## config.mk

```make
export PLATFORM = sky130hd
export DESIGN_NAME = gbus_module_end_flat
export DESIGN_NICKNAME = d
export VERILOG_FILES = /design/src/shared/gbus_pkg.sv /design/src/shared/gbus_if.sv /design/src/design/gbus_module_end.sv /design/src/flat_wrapper.sv
export VERILOG_INCLUDE_DIRS = /design/src /design/src/shared
export SDC_FILE = /design/constraint.sdc
export NUM_CORES = 1
export LEC_CHECK = 0
export ABC_AREA = 0
export BUFFER_PORTS_ARGS = -buffer_cell sky130_fd_sc_hd__buf_2
export CAP_MARGIN = 20
export CORE_ASPECT_RATIO = 0.75
export CORE_MARGIN = 5
export CORE_UTILIZATION = 40
export DETAILED_ROUTE_END_ITERATION = 16
export HOLD_SLACK_MARGIN = 0.06
export PLACE_DENSITY = 0.65
export SLEW_MARGIN = 25
export SYNTH_ARGS = -nofsm -noshare
export SYNTH_HDL_FRONTEND = slang
export SYNTH_SLANG_ARGS = --single-unit
```

## constraint.sdc

```tcl
create_clock -name clk_i -period 2.8 [get_ports clk_i]
set_clock_uncertainty 0.05 [all_clocks]
set_input_delay 0.42 -clock clk_i [delete_from_list [all_inputs] [get_ports clk_i]]
set_output_delay 0.42 -clock clk_i [all_outputs]
set_load 0.005 [all_outputs]
```

## src/shared/gbus_defs.svh

```systemverilog
/*
 * Width, sizing and reset constants for the global expansion bus burst link.
 * Assumes inclusion by bare name from the shared folder.
 */
`ifndef GBUS_DEFS_SVH
`define GBUS_DEFS_SVH

// Data word width of the link
`define GBUS_DATA_W 32
// Width of the transfer size field
`define GBUS_SIZE_W 16
// Words per bridge page
`define GBUS_PAGE_WORDS 256
// Words per dma buffer
`define GBUS_BUF_WORDS 256
// Reset value of the word counters
`define GBUS_CNT_RST 16'h0000

`endif

```

## src/shared/gbus_pkg.sv

```systemverilog
/*
 * Types shared by both ends of the global bus burst link.
 * Assumes gbus_defs.svh is on the include path.
 */
`include "gbus_defs.svh"

package gbus_pkg;
	// Transfer direction seen from the module
	typedef enum logic {
		DIR_READ,
		DIR_WRITE
	} dir_e;
	// One data word
	typedef logic [`GBUS_DATA_W-1:0] word_t;
	// Word count
	typedef logic [`GBUS_SIZE_W-1:0] size_t;
endpackage

```

## src/shared/gbus_if.sv

```systemverilog
/*
 * Link between the module end and the carrier end of the global bus.
 * Assumes both ends share clk_i; the testbench drives the clock.
 */
`timescale 1ns/100ps
`default_nettype none

interface gbus_if;
	logic start;              // Transfer start pulse
	gbus_pkg::dir_e dir;      // Direction of transfer
	gbus_pkg::size_t size;    // Words in transfer
	logic wr_valid;           // Module to carrier word valid
	gbus_pkg::word_t wr_data; // Module to carrier word
	logic wr_ready;           // Carrier accepts word
	logic rd_valid;           // Carrier to module word valid
	gbus_pkg::word_t rd_data; // Carrier to module word
	logic rd_ready;           // Module accepts word
	logic burst;              // Transfer runs as a burst

	// Module end
	modport module_end (
		output start, dir, size, wr_valid, wr_data, rd_ready, burst,
		input wr_ready, rd_valid, rd_data
	);
	// Carrier end
	modport carrier_end (
		input start, dir, size, wr_valid, wr_data, rd_ready, burst,
		output wr_ready, rd_valid, rd_data
	);
endinterface

`default_nettype wire

```

## src/design/gbus_module_end.sv

```systemverilog
/*
 * Module end of the global bus: double buffered burst mover.
 * Holds the transfer sequencer, a two entry word buffer shared by
 * both directions, and the word counters that close a transfer.
 * Assumes one clock with the carrier; user side is a word stream.
 * Assumes go_i comes from logic on clk_i, so it is not synchronised.
 * Assumes the carrier end keeps the same valid and ready rules.
 */
`timescale 1ns/100ps
`default_nettype none

`include "gbus_defs.svh"

module gbus_module_end (
	input wire logic clk_i,
	input wire logic rst_n_i,
	gbus_if.module_end bus,
	input wire logic go_i,
	input wire gbus_pkg::dir_e dir_i,
	input wire gbus_pkg::size_t size_i,
	input wire logic in_valid_i,
	input wire gbus_pkg::word_t in_data_i,
	output logic in_ready_o,
	output logic out_valid_o,
	output gbus_pkg::word_t out_data_o,
	input wire logic out_ready_i,
	output logic busy_o,
	output logic done_o
);
	// ==========================================================
	// Transfer control
	// ==========================================================
	// Sequencer states
	typedef enum logic [1:0] {
		ST_IDLE,
		ST_RUN
	} state_e;

	state_e state_r;
	gbus_pkg::dir_e dir_r;     // Latched direction
	gbus_pkg::size_t left_r;   // Words still to move
	logic start_r;             // Start pulse to carrier
	logic burst_r;             // Burst flag to carrier
	logic done_r;              // Completion pulse
	logic busy_r; // Transfer in progress
	gbus_pkg::size_t fill_left_r; // Words still to enter buffer

	// Two entry buffer, shared by both directions
	gbus_pkg::word_t buf_r [0:1];
	logic [1:0] cnt_r;         // Entries held
	logic wp_r;                // Write slot
	logic rp_r;                // Read slot

	wire fill_v;               // Word offered to buffer
	wire gbus_pkg::word_t fill_d;
	wire drain; // Drain side ready
	wire fill_more; // Transfer still wants words
	wire can_fill;
	wire has_word;
	wire push;
	wire pop;
	wire running;

	// ==========================================================
	// Buffer handshakes
	// ==========================================================
	// Occupancy and sequencer state
	assign running = (state_r == ST_RUN);
	assign can_fill = (cnt_r != 2'h2);
	assign has_word = (cnt_r != 2'h0);
	// Stops fetching once the whole size has entered the buffer
	assign fill_more = (fill_left_r != `GBUS_CNT_RST);
	// Write: user fills, bus drains; read: bus fills, user drains
	assign fill_v = running && ((dir_r == gbus_pkg::DIR_WRITE) ?
		in_valid_i : bus.rd_valid);
	assign fill_d = (dir_r == gbus_pkg::DIR_WRITE) ? in_data_i :
		bus.rd_data;
	// Drain side ready select
	assign drain = (dir_r == gbus_pkg::DIR_WRITE) ? bus.wr_ready :
		out_ready_i;
	// Handshakes; a fill and a drain together keep the flow going
	assign push = fill_v && can_fill && fill_more;
	assign pop = has_word && drain;

	// ==========================================================
	// Port views
	// ==========================================================
	// User write stream ready
	assign in_ready_o = running && dir_r == gbus_pkg::DIR_WRITE &&
		can_fill && fill_more;
	// Prefetch from the carrier while the user drains the other entry
	assign bus.rd_ready = running && dir_r == gbus_pkg::DIR_READ &&
		can_fill && fill_more;
	// Module to carrier words
	assign bus.wr_valid = dir_r == gbus_pkg::DIR_WRITE && has_word;
	assign bus.wr_data = buf_r[rp_r];
	// Carrier to user words
	assign out_valid_o = dir_r == gbus_pkg::DIR_READ && has_word;
	assign out_data_o = buf_r[rp_r];
	// Transfer control towards the carrier
	assign bus.start = start_r;
	assign bus.dir = dir_r;
	assign bus.size = left_r;
	assign bus.burst = burst_r;
	// Transfer status towards the user
	assign busy_o = busy_r;
	assign done_o = done_r;

	// ==========================================================
	// Buffer storage and pointers
	// ==========================================================
	// One word register per entry, loaded when it is the write slot
	for (genvar e = 0; e < 2; e++) begin : g_entry
		always_ff @(posedge clk_i) begin
			if (push && wp_r == 1'(e)) begin
				buf_r[e] <= fill_d;
			end
		end
	end

	// Buffer pointers; a push and pop together keep one word per clock
	always_ff @(posedge clk_i or negedge rst_n_i) begin
		if (!rst_n_i) begin
			// Empty buffer, both slots at zero
			cnt_r <= 2'h0;
			wp_r <= 1'b0;
			rp_r <= 1'b0;
		end else begin
			// Each slot pointer toggles on its own handshake
			if (push) begin
				wp_r <= ~wp_r;
			end
			if (pop) begin
				rp_r <= ~rp_r;
			end
			// Occupancy follows both handshakes
			cnt_r <= cnt_r + {1'b0, push} - {1'b0, pop};
		end
	end

	// ==========================================================
	// Word counting
	// ==========================================================
	// Fill counter: words still to enter the buffer this transfer
	always_ff @(posedge clk_i or negedge rst_n_i) begin
		if (!rst_n_i) begin
			fill_left_r <= `GBUS_CNT_RST;
		end else if (state_r == ST_IDLE && go_i) begin
			// Loaded with the size as the transfer is taken
			fill_left_r <= size_i;
		end else if (push) begin
			fill_left_r <= fill_left_r - 16'h0001;
		end
	end

	// Sequencer: counts words that leave the buffer
	always_ff @(posedge clk_i or negedge rst_n_i) begin
		if (!rst_n_i) begin
			// Idle, nothing owed to either side
			state_r <= ST_IDLE;
			dir_r <= gbus_pkg::DIR_READ;
			left_r <= `GBUS_CNT_RST;
			start_r <= 1'b0;
			burst_r <= 1'b0;
			done_r <= 1'b0;
			busy_r <= 1'b0;
		end else begin
			// Pulses stand for one cycle
			start_r <= 1'b0;
			done_r <= 1'b0;
			unique case (state_r)
				ST_IDLE: begin
					// Direction latched on the same edge that raises start, as software sets it
					// Size zero is refused and the block stays idle
					if (go_i && size_i != `GBUS_CNT_RST) begin
						dir_r <= dir_i;
						left_r <= size_i;
						start_r <= 1'b1;
						burst_r <= (size_i > 16'h0001);
						state_r <= ST_RUN;
						busy_r <= 1'b1;
					end
				end
				ST_RUN: begin
					// Each word that leaves the buffer counts once
					if (pop) begin
						left_r <= left_r - 16'h0001;
						if (left_r == 16'h0001) begin
							// Last word has left: close the transfer
							done_r <= 1'b1;
							burst_r <= 1'b0;
							state_r <= ST_IDLE;
							busy_r <= 1'b0;
						end
					end
				end
				// Illegal state code returns to idle
				default: state_r <= ST_IDLE;
			endcase
		end
	end
endmodule // gbus_module_end

`default_nettype wire

```

## src/flat_wrapper.sv

```systemverilog
// flat-port wrapper written by rule: the top's interface ports become plain ports
module gbus_module_end_flat 
  (clk_i, rst_n_i, go_i, dir_i, size_i, in_valid_i, in_data_i, in_ready_o, out_valid_o, out_data_o, out_ready_i, busy_o, done_o, bus_start, bus_dir, bus_size, bus_wr_valid, bus_wr_data, bus_rd_ready, bus_burst, bus_wr_ready, bus_rd_valid, bus_rd_data);
  gbus_if bus_i ();
  input wire logic clk_i;
  input wire logic rst_n_i;
  input wire logic go_i;
  input wire gbus_pkg::dir_e dir_i;
  input wire gbus_pkg::size_t size_i;
  input wire logic in_valid_i;
  input wire gbus_pkg::word_t in_data_i;
  output logic in_ready_o;
  output logic out_valid_o;
  output gbus_pkg::word_t out_data_o;
  input wire logic out_ready_i;
  output logic busy_o;
  output logic done_o;
  output wire logic [$bits(bus_i.start)-1:0] bus_start;
  output wire logic [$bits(bus_i.dir)-1:0] bus_dir;
  output wire logic [$bits(bus_i.size)-1:0] bus_size;
  output wire logic [$bits(bus_i.wr_valid)-1:0] bus_wr_valid;
  output wire logic [$bits(bus_i.wr_data)-1:0] bus_wr_data;
  output wire logic [$bits(bus_i.rd_ready)-1:0] bus_rd_ready;
  output wire logic [$bits(bus_i.burst)-1:0] bus_burst;
  input wire logic [$bits(bus_i.wr_ready)-1:0] bus_wr_ready;
  input wire logic [$bits(bus_i.rd_valid)-1:0] bus_rd_valid;
  input wire logic [$bits(bus_i.rd_data)-1:0] bus_rd_data;
  assign bus_start = bus_i.start;
  assign bus_dir = bus_i.dir;
  assign bus_size = bus_i.size;
  assign bus_wr_valid = bus_i.wr_valid;
  assign bus_wr_data = bus_i.wr_data;
  assign bus_rd_ready = bus_i.rd_ready;
  assign bus_burst = bus_i.burst;
  assign bus_i.wr_ready = bus_wr_ready;
  assign bus_i.rd_valid = bus_rd_valid;
  assign bus_i.rd_data = bus_rd_data;
  gbus_module_end u_core (.clk_i(clk_i), .rst_n_i(rst_n_i), .bus(bus_i), .go_i(go_i), .dir_i(dir_i), .size_i(size_i), .in_valid_i(in_valid_i), .in_data_i(in_data_i), .in_ready_o(in_ready_o), .out_valid_o(out_valid_o), .out_data_o(out_data_o), .out_ready_i(out_ready_i), .busy_o(busy_o), .done_o(done_o));
endmodule
```

## Word level (Yosys, flattened, before mapping)

Memory sizes are Yosys's and may differ from the RTL's.
Cells that the tools add are included.

- Memories: 1
- Word-level logic and storage cells: 83
- Bits in registers: 43
- Memory bits (read-only): 0
- Bits in writable memories: 64
- Output and inout bits: 89
- Latch bits: 0
- Input bits: 88

- $add $sub $neg: 4
- Eq/ne operators: 6
- Div/mod/pow operators: 0
- Reduce and logical (&&, ||, !) cells: 27
- Order comparisons: 1
- Multipliers: 0
- Muxes and demuxes: 30
- Bitwise operators: 3
- Shifts and indexed selects: 0

Memory list:

| name | depth | width | read ports | clocked after Yosys merged registers in | write ports | RTL line | source |
|---|---|---|---|---|---|---|---|
| u_core.buf_r | 2 | 32 | 1 | 0 | 1 | gbus_module_end.sv:49 | `gbus_pkg::word_t buf_r [0:1];` |

Operators by type and width:

| operator | count |
|---|---|
| 2-to-1 mux 16 bit | 4 |
| 2-to-1 mux 32 bit | 2 |
| one-hot mux 16 bit (2 select lines) | 1 |
| nonzero test 16 bit | 2 |
| OR reduction 32 bit | 1 |
| subtractor 16 x 1 -> 16 bit (second input constant) | 2 |
| 2-to-1 mux 1 bit | 17 |
| equality test 16 x 1 -> 1 bit (second input constant) | 1 |
| > comparator 16 x 1 -> 1 bit (second input constant) | 1 |
| logical AND 1 bit | 16 |
| 2-to-1 mux 2 bit | 3 |
| inequality test 2 bit (second input constant) | 3 |
| AND reduction 3 bit | 2 |
| nonzero test 2 bit | 3 |
| one-hot mux 1 bit (2 select lines) | 2 |
| one-hot mux 2 bit (2 select lines) | 1 |
| AND reduction 4 bit | 1 |
| NOT 1 bit | 3 |
| adder 2 x 1 -> 2 bit | 1 |
| equality test 2 x 1 -> 1 bit (second input constant) | 1 |
| zero test 2 bit | 1 |
| inequality test 2 x 1 -> 1 bit (second input constant) | 1 |
| AND reduction 2 bit | 1 |
| subtractor 2 x 1 -> 2 bit | 1 |

## Logic depth before layout (Yosys ltp)

Gate-level depths: netlist of run 1.

- Depth after elaboration: 9
- Mapped depth: 8
- Mapped depth without buffers: 8

## Least setup slack after synthesis of run 1

OpenSTA, ideal clock, no wires.

- Path kind: reg2reg
- Start point: register u_core.fill_left_r[0]
- End point: memory u_core.buf_r[0][0] (netlist name), enable pin
- Setup slack: -0.085 ns
- Library setup time: 0.421 ns
- Period minus slack after synthesis: 2.885 ns
- Arrival: 2.413 ns
- Buffers on the path: 0
- Cell stages (with the launch flop): 7
- Cell sequence: dfrtp_1 inv_1 ha_1 nor4b_1 nand4_1 nand2_1 nor2_1

- Cells in the longest elaborated chain, start to end: 7
- Elaborated cells between the ends (all ways): 11

Ends and longest elaborated chain:

| item | RTL line | source |
|---|---|---|
| start: declaration | gbus_module_end.sv:46 | `gbus_pkg::size_t fill_left_r;` |
| start signal: assignment | gbus_module_end.sv:147 | `` fill_left_r <= `GBUS_CNT_RST; `` |
| start signal: assignment | gbus_module_end.sv:150 | `fill_left_r <= size_i;` |
| start signal: assignment | gbus_module_end.sv:152 | `fill_left_r <= fill_left_r - 16'h0001;` |
| nonzero test 16 bit (no source line) (*) | n/a |  |
| logical AND 1 bit (*) | gbus_module_end.sv:82 | `assign push = fill_v && can_fill && fill_more;` |
| logical AND 1 bit | gbus_module_end.sv:115 | `if (push && wp_r == 1'(e)) begin` |
| 2-to-1 mux 1 bit | gbus_module_end.sv:115 |  |
| 2-to-1 mux 1 bit (not written as such) | gbus_module_end.sv:116 | `buf_r[e] <= fill_d;` |
| OR reduction 32 bit (no source line) | n/a |  |
| 2-to-1 mux 1 bit (no source line) | n/a |  |
| end: declaration | gbus_module_end.sv:49 |  |

Every way passes the cells marked *; elsewhere a longest branch is shown, timed or not.

## Worst setup path in the final report of run 1

- Start point: register u_core.fill_left_r[9]
- End point: output in_ready_o

- Cells in the longest elaborated chain, start to end: 2

Ends and longest elaborated chain:

| item | RTL line | source |
|---|---|---|
| nonzero test 16 bit (no source line) | n/a |  |
| logical AND 1 bit | gbus_module_end.sv:90 | `can_fill && fill_more;` |
| end: declaration | flat_wrapper.sv:12 | `output logic in_ready_o;` |

Every way passes these cells.

==> results.yml, run 1 <==
pwr:
  peakVddDrop_mv: 0.402
  p_clk_frac: 0.193
  switching_share: 0.351
  seqPwrFrac: 0.406
  p_int_mw: 3.99
  p_switching_mw: 2.16
  power_density_nw_per_um2: 937
  power.leakage_nw: 2.70
  combPwrFrac: 0.401
run:
  maxCapViolCount: 0
critical_path:
  cp_slowest_stage_delay_ps: 570
  cp_max_fo: 9
  critical_path_arrival_ps: 2040
  crit_chain: "nor4_1 > and4_1 > nor3b_1 > buf_2"
  endpoint_kind: "primary output"
  r2r_slack_ps: 520
  worstSetupPathType: "flop to primary output"
  r2r_cells: 6
  cp-startpoint: "u_core.fill_left_r[9]"
  slowest_stage: "nor4_1"
  setup.worst_path.start_class: "flop"
  cp.required_ps: 2330
  rr_endpoint: "u_core.cnt_r[1]"
  r2r-start: "u_core.fill_left_r[9]"
clock_tree:
  postCtsHoldBufs: 1
  cts.clk_slew.worst_paths_ps: 80
  clock-root-buffer: "clkbuf_16"
  htree_levels: 3
  clock_latency_ps: 330
  postCtsSetupBuffers: 0
  cts_tree: "built"
  cts_resized: 0
  clockBufferDepth: 2
  cts_sinks: 105
  numCtsBuffers: 9
routing:
  dr_total_vias: 4101
  drc: 0
  first_pass_iters: 4
  wirelength_mm: 13.8
  post_drt_via_cell_ratio: 5.37
  drt-wirelength-per-cell_um: 18.1
  drt_iter0_drc: 403
  ant_nets: 0
synthesis:
  yosys_register_bits: 105
  synth_top_area_cell: "edfxtp_1"
  syn-instance-count: 438
  yosysSeqAreaShare: 0.548
  synth_edf_count: 64
  ys_warn_count: 0
  synth-async-reset-ratio: 0.390
  yosys.area.top_type_share: 0.357
  yosysUniqueCellTypes: 58
  syn_nets: 532
  syn-cell-area_um2: 5380
  synth_ff_type: "edfxtp_1"
  ys_top_cells_by_area: "edfxtp_1, dfrtp_1, mux2_2"
  syn_avg_cell_area_um2: 12.3
global_routing:
  grt_pass1_vias: 4210
  grt_pass1_wl_mm: 22.3
  gr-usage-all-layers: 0.172
  grt_max_degree: 34
  grt_overflow_total: 0
  antenna_found_initial: 0
timing:
  worst_hold_slack_ps: 262
  drv_slew: 0
  fmax_mhz: 398
  maxSlewHeadroom: 0.594
  hold_viol_final: 0
  fin_ws_ps: 285
  tightest_slew_ps: 603
  tns_ps: 0
  period_needed_ps: 2510
  rsz0062_at_grt: "no"
  setup_viol: 0
  fin_crit_sh: 0.898
finish:
  nNetsFinal: 682
  drive_gt1_frac: 0.476
  final_common_cell: "buf_2"
  mostFrequentLayoutCells: "buf_2, mux2_2, edfxtp_1"
  diodes: 0
  synthToLayoutAreaGrowth_pct: 22.0
floorplan:
  die_w_um: 144
  core.rowCount: 36
  dieArea_um2: 15900
  coreArea_um2: 13100
  ios: 177
  die_y_um: 110
  start_util: 0.412
hold_path:
  hold_end: "u_core.bus.dir"
  min_path_type: "input port to flop"
  min_from: "dir_i"
  holdPathStages: 3
placed_design:
  pre_cts_slack_ps: 581
  gp_congestion: 0.891
  hpwlAfterDp_mm: 10.2
  port_buffers: 176
outcome:
  status: "completed"
cell usage after synthesis (all sizes together) (5+ instances only):
master and number:
a21oi 6, buf 39, clkbuf 11, dfrtp 41, edfxtp 64, ha 6, inv 11, mux2 66
nand2 30, nand3 15, nor2 22, nor3 12, nor4 13, o21ai 17, o221a 5, or4 5
xnor2 10
cell families after synthesis:
group	count (synthesis)	synth area share
buffers and inverters	62	0.0665
AOI/OAI and AO/OA	59	0.0814
muxes	69	0.144
DFF	105	0.548
adders and majority gates	6	0.0140
and+or+nand+nor	125	0.127
xor gates and xnor gates	12	0.0195
how the worst max path moves through the flow:
stage	to	slack, ps	cells past startpoint
after detailed placement	u_core.cnt_r[1]	580	6
after global routing	in_ready_o	120	4
final	in_ready_o	290	4
after global placement	u_core.bus.burst	600	5
after floorplan	u_core.buf_r[0][0]	440	6
after CTS	in_ready_o	290	4
critical path: cells and delay by family (launching register included):
kind | cells | cell delay (ps)
buf+inv | 1 | 140
flops | 1 | 430
simple gates | 3 | 1150
routing by layer:
| layer | GRT usage | up-vias | part of all wire |
|---|---|---|---|
| met5 | 0 | - | 0 |
| met4 | 0.0427 | 0 | 0.014 |
| met3 | 0.0432 | 16 | 0.086 |
| met2 | 0.279 | 187 | 0.48 |
| met1 | 0.231 | 1988 | 0.42 |
| li1 | - | 1910 | - |
per-stage QoR:
| step | power, mW | std cells | util | area, µm² |
|---|---|---|---|---|
| 2_1_floorplan | 4.23 | 438 | - | 5380 |
| 3_3_place_gp | 4.96 | 747 | 0.480 | 6270 |
| 3_5_place_dp | 5.02 | 747 | 0.480 | 6270 |
| 4_1_cts | 6.23 | 764 | 0.502 | 6560 |
| 5_1_grt | 6.57 | 764 | 0.502 | 6560 |
| 6_report | 6.15 | 764 | 0.502 | 6560 |
power groups by stage:
stage	Clock, mW	Combinational (mW)	Sequential [mW]
after floorplan	0	1.79	2.44
after global placement	0	2.46	2.50
after detailed placement	0	2.50	2.52
after CTS	1.22	2.51	2.49
after global routing	1.30	2.72	2.54
final	1.19	2.46	2.50
cell type report:
class	count	area [µm²]
timing repair buffer	189	993
sequential	105	2950
inverter	12	45.0
clock inverter	7	52.6
clock buffer	9	225
tap	171	214
multi-input combinational	271	2080
fill	1207	6500
state kept, by name, indices dropped and copies added (netlist names):
name / count
u_core.buf_r: 64
u_core.bus.size: 16
u_core.fill_left_r: 16
u_core.cnt_r: 2
u_core.bus.burst: 1
u_core.bus.dir: 1
u_core.bus.start: 1
u_core.busy_o: 1
u_core.done_o: 1
u_core.rp_r: 1
u_core.wp_r: 1
Note: power is estimated with default switching activity, not from simulation.
==> run 2, diff against run 1 <==
--- a/config.mk
+++ b/config.mk
@@ -6,7 +6,7 @@
 export SDC_FILE = /design/constraint.sdc
 export NUM_CORES = 1
 export LEC_CHECK = 0
-export ABC_AREA = 0
+export ABC_AREA = 1
 export BUFFER_PORTS_ARGS = -buffer_cell sky130_fd_sc_hd__buf_2
 export CAP_MARGIN = 20
 export CORE_ASPECT_RATIO = 0.75
@@ -14,7 +14,7 @@
 export CORE_UTILIZATION = 40
 export DETAILED_ROUTE_END_ITERATION = 16
 export HOLD_SLACK_MARGIN = 0.06
-export PLACE_DENSITY = 0.65
+export PLACE_DENSITY = 0.64
 export SLEW_MARGIN = 25
 export SYNTH_ARGS = -nofsm -noshare
 export SYNTH_HDL_FRONTEND = slang
==> results.yml, run 2 <==
pwr:
  seqPwrFrac: 0.344
  power.leakage_nw: 3.52
  p_clk_frac: 0.161
  p_switching_mw: 3.57
  combPwrFrac: 0.496
  peakVddDrop_mv: 0.439
  switching_share: 0.450
  total_power_mw: 7.92
  p_int_mw: 4.36
  power_density_nw_per_um2: 1130
critical_path:
  crit_chain: "nor2_1 > nand2_1 > nor2_1 > inv_1 > nor2_1 > nor4_1 > buf_2"
  cp_top_family: "simple AND/OR/NAND/NOR gates"
  cp.required_ps: 2330
  cp_common_cell: "nor2_1"
  endpoint_kind: "primary output"
  worstSetupPathType: "flop to primary output"
  setup.worst_path.start_class: "flop"
  path_buf_inv: 2
  slowest_stage: "dfrtp_1"
  cp.depth: 7
  r2r_cells: 8
  cp_max_fo: 4
  critical_path_arrival_ps: 1740
  cp_slowest_stage_delay_ps: 450
  r2r_slack_ps: 780
synthesis:
  syn_avg_cell_area_um2: 7.80
  yosys_register_bits: 105
  yosysSeqAreaShare: 0.501
  synth_most_common_cell: "nand2_1"
  synth_top_area_cell: "edfxtp_1"
  syn_nets: 848
  syn-cell-area_um2: 5880
  ys_top_cells_by_area: "edfxtp_1, nand2_1, dfrtp_1"
  synthTopCellsByCount: "nand2_1, nor2_1, edfxtp_1"
  synth-async-reset-ratio: 0.390
  syn-instance-count: 754
  synth_ff_type: "edfxtp_1"
  ys_warn_count: 0
  yosys.area.top_type_share: 0.327
  yosysUniqueCellTypes: 31
  synth_edf_count: 64
floorplan:
  dieArea_um2: 17200
  die_y_um: 115
  coreArea_um2: 14500
  core.rowCount: 38
  start_util: 0.407
  die_w_um: 150
  ios: 177
timing:
  rsz0062_at_grt: "no"
  fmax_mhz: 452
  setup_viol: 0
  period_needed_ps: 2210
  drv_slew: 0
  fin_crit_sh: 0.790
  tightest_slew_ps: 550
  tns_ps: 0
  worst_hold_slack_ps: 258
  maxSlewHeadroom: 0.633
  hold_viol_final: 0
global_routing:
  gr-usage-all-layers: 0.178
  grt_overflow_total: 0
  grt_pass1_vias: 4588
  antenna_found_initial: 0
  grt_max_degree: 42
  grt_pass1_wl_mm: 24.1
finish:
  largest_reg_flops: 64
  mostFrequentLayoutCells: "nand2_1, buf_2, nor2_1"
  nFillCells: 1463
  nNetsFinal: 988
  fin_util: 0.486
  diodes: 0
  design_area_um2: 7020
  drive_gt1_frac: 0.256
  final_common_cell: "nand2_1"
  synthToLayoutAreaGrowth_pct: 19.5
  largest_register: "u_core.buf_r"
clock_tree:
  cts_tree: "built"
  clock-root-buffer: "clkbuf_16"
  cts.clk_slew.worst_paths_ps: 80
  cts_sinks: 105
  htree_levels: 3
  cts_resized: 0
  clockBufferDepth: 2
  numCtsBuffers: 9
  clock_latency_ps: 340
placed_design:
  port_buffers: 176
  hpwlAfterDp_mm: 11.9
  dpl_cell_area_um2: 6710
  gp_congestion: 0.927
routing:
  first_pass_iters: 4
  dr_total_vias: 5149
  wirelength_mm: 15.8
  drt-wirelength-per-cell_um: 14.4
  drt_iter0_drc: 338
  post_drt_via_cell_ratio: 4.69
  drc: 0
  ant_nets: 0
outcome:
  status: "completed"
run:
  maxCapViolCount: 0
hold_path:
  min_path_type: "input port to flop"
  holdPathStages: 3
[run 2: cell types whose count changed in the layout (fill, tap and decap cells not counted), moves of 9 or more]
cell     before  now
inv_1        10   41
mux2_2       66    0
nand2_1      30  346
nand3_1      15   47
nor2_1       21   71
nor3_1       12    2
nor4_1       12    3
o21ai_0      16   26
[run 2: power groups by stage]
stage / registers [mW] / logic (mW) / clock network (mW)
floorplan: 2.66 / 2.89 / 0
global placement: 2.75 / 3.94 / 0
detailed placement: 2.75 / 3.97 / 0
CTS: 2.72 / 3.98 / 1.30
global route: 2.79 / 4.48 / 1.36
finish: 2.72 / 3.93 / 1.27
[run 2: area by class of cell]
class	instances	area, µm²	share of cell area
Sequential cell	105	2950	0.420
Multi-Input combinational cell	549	2400	0.342
Timing Repair Buffer	185	953	0.136
Tap cell	200	250	0.0356
Clock buffer	9	225	0.0321
Inverter	44	173	0.0246
Clock inverter	7	75.1	0.0107
[run 2: what timing repair did]
| action | 4_1_cts | 5_1_grt |
|---|---|---|
| hold buffers | 0 | 1 |
| endpoints found under the setup margin | 0 | 0 |
| setup buffers | 0 | 0 |
| hold endpoints to repair | 0 | 22 |
[run 2: kinds of logic after synthesis]
family / count (synthesis) / synth area share
compound gates: 39 / 0.0364
xor+xnor: 5 / 0.00745
fa+ha+maj: 6 / 0.0128
buf+inv: 100 / 0.0913
flops: 105 / 0.501
simple gates: 499 / 0.351
[run 2: per-layer routing]
metal	vias up	share of wire	wire (µm)	global-route usage
met5	-	0	0	0
met4	0	0.012	194	0.0402
met3	18	0.082	1300	0.0378
met2	211	0.44	6900	0.273
met1	2282	0.47	7390	0.261
li1	2638	-	-	-
[run 2: worst min-delay path, cell delays in order]
cell     delay, ps
buf_2           90
nand2_1         40
o21ai_1         60
[run 2: final timing paths]
| kind | from | endpoint |
|---|---|---|
| setup / recovery | u_core.fill_left_r[4] | bus_rd_ready |
| hold / removal | dir_i | u_core.bus.dir |
| setup reg to reg | u_core.bus.dir | u_core.buf_r[0][4] |
| hold reg to reg | u_core.fill_left_r[0] | u_core.fill_left_r[0] |
| max in group asynchronous | rst_n_i | u_core.fill_left_r[10] |
| min in group asynchronous | rst_n_i | u_core.bus.size[4] |
[run 2: per-stage QoR]
| stage | cells | setup slack (ps) |
|---|---|---|
| global placement | 1082 | 791 |
| finish | 1099 | 588 |
| detailed placement | 1082 | 744 |
| CTS | 1098 | 582 |
| global route | 1099 | 437 |
| floorplan | 754 | -3.53 |
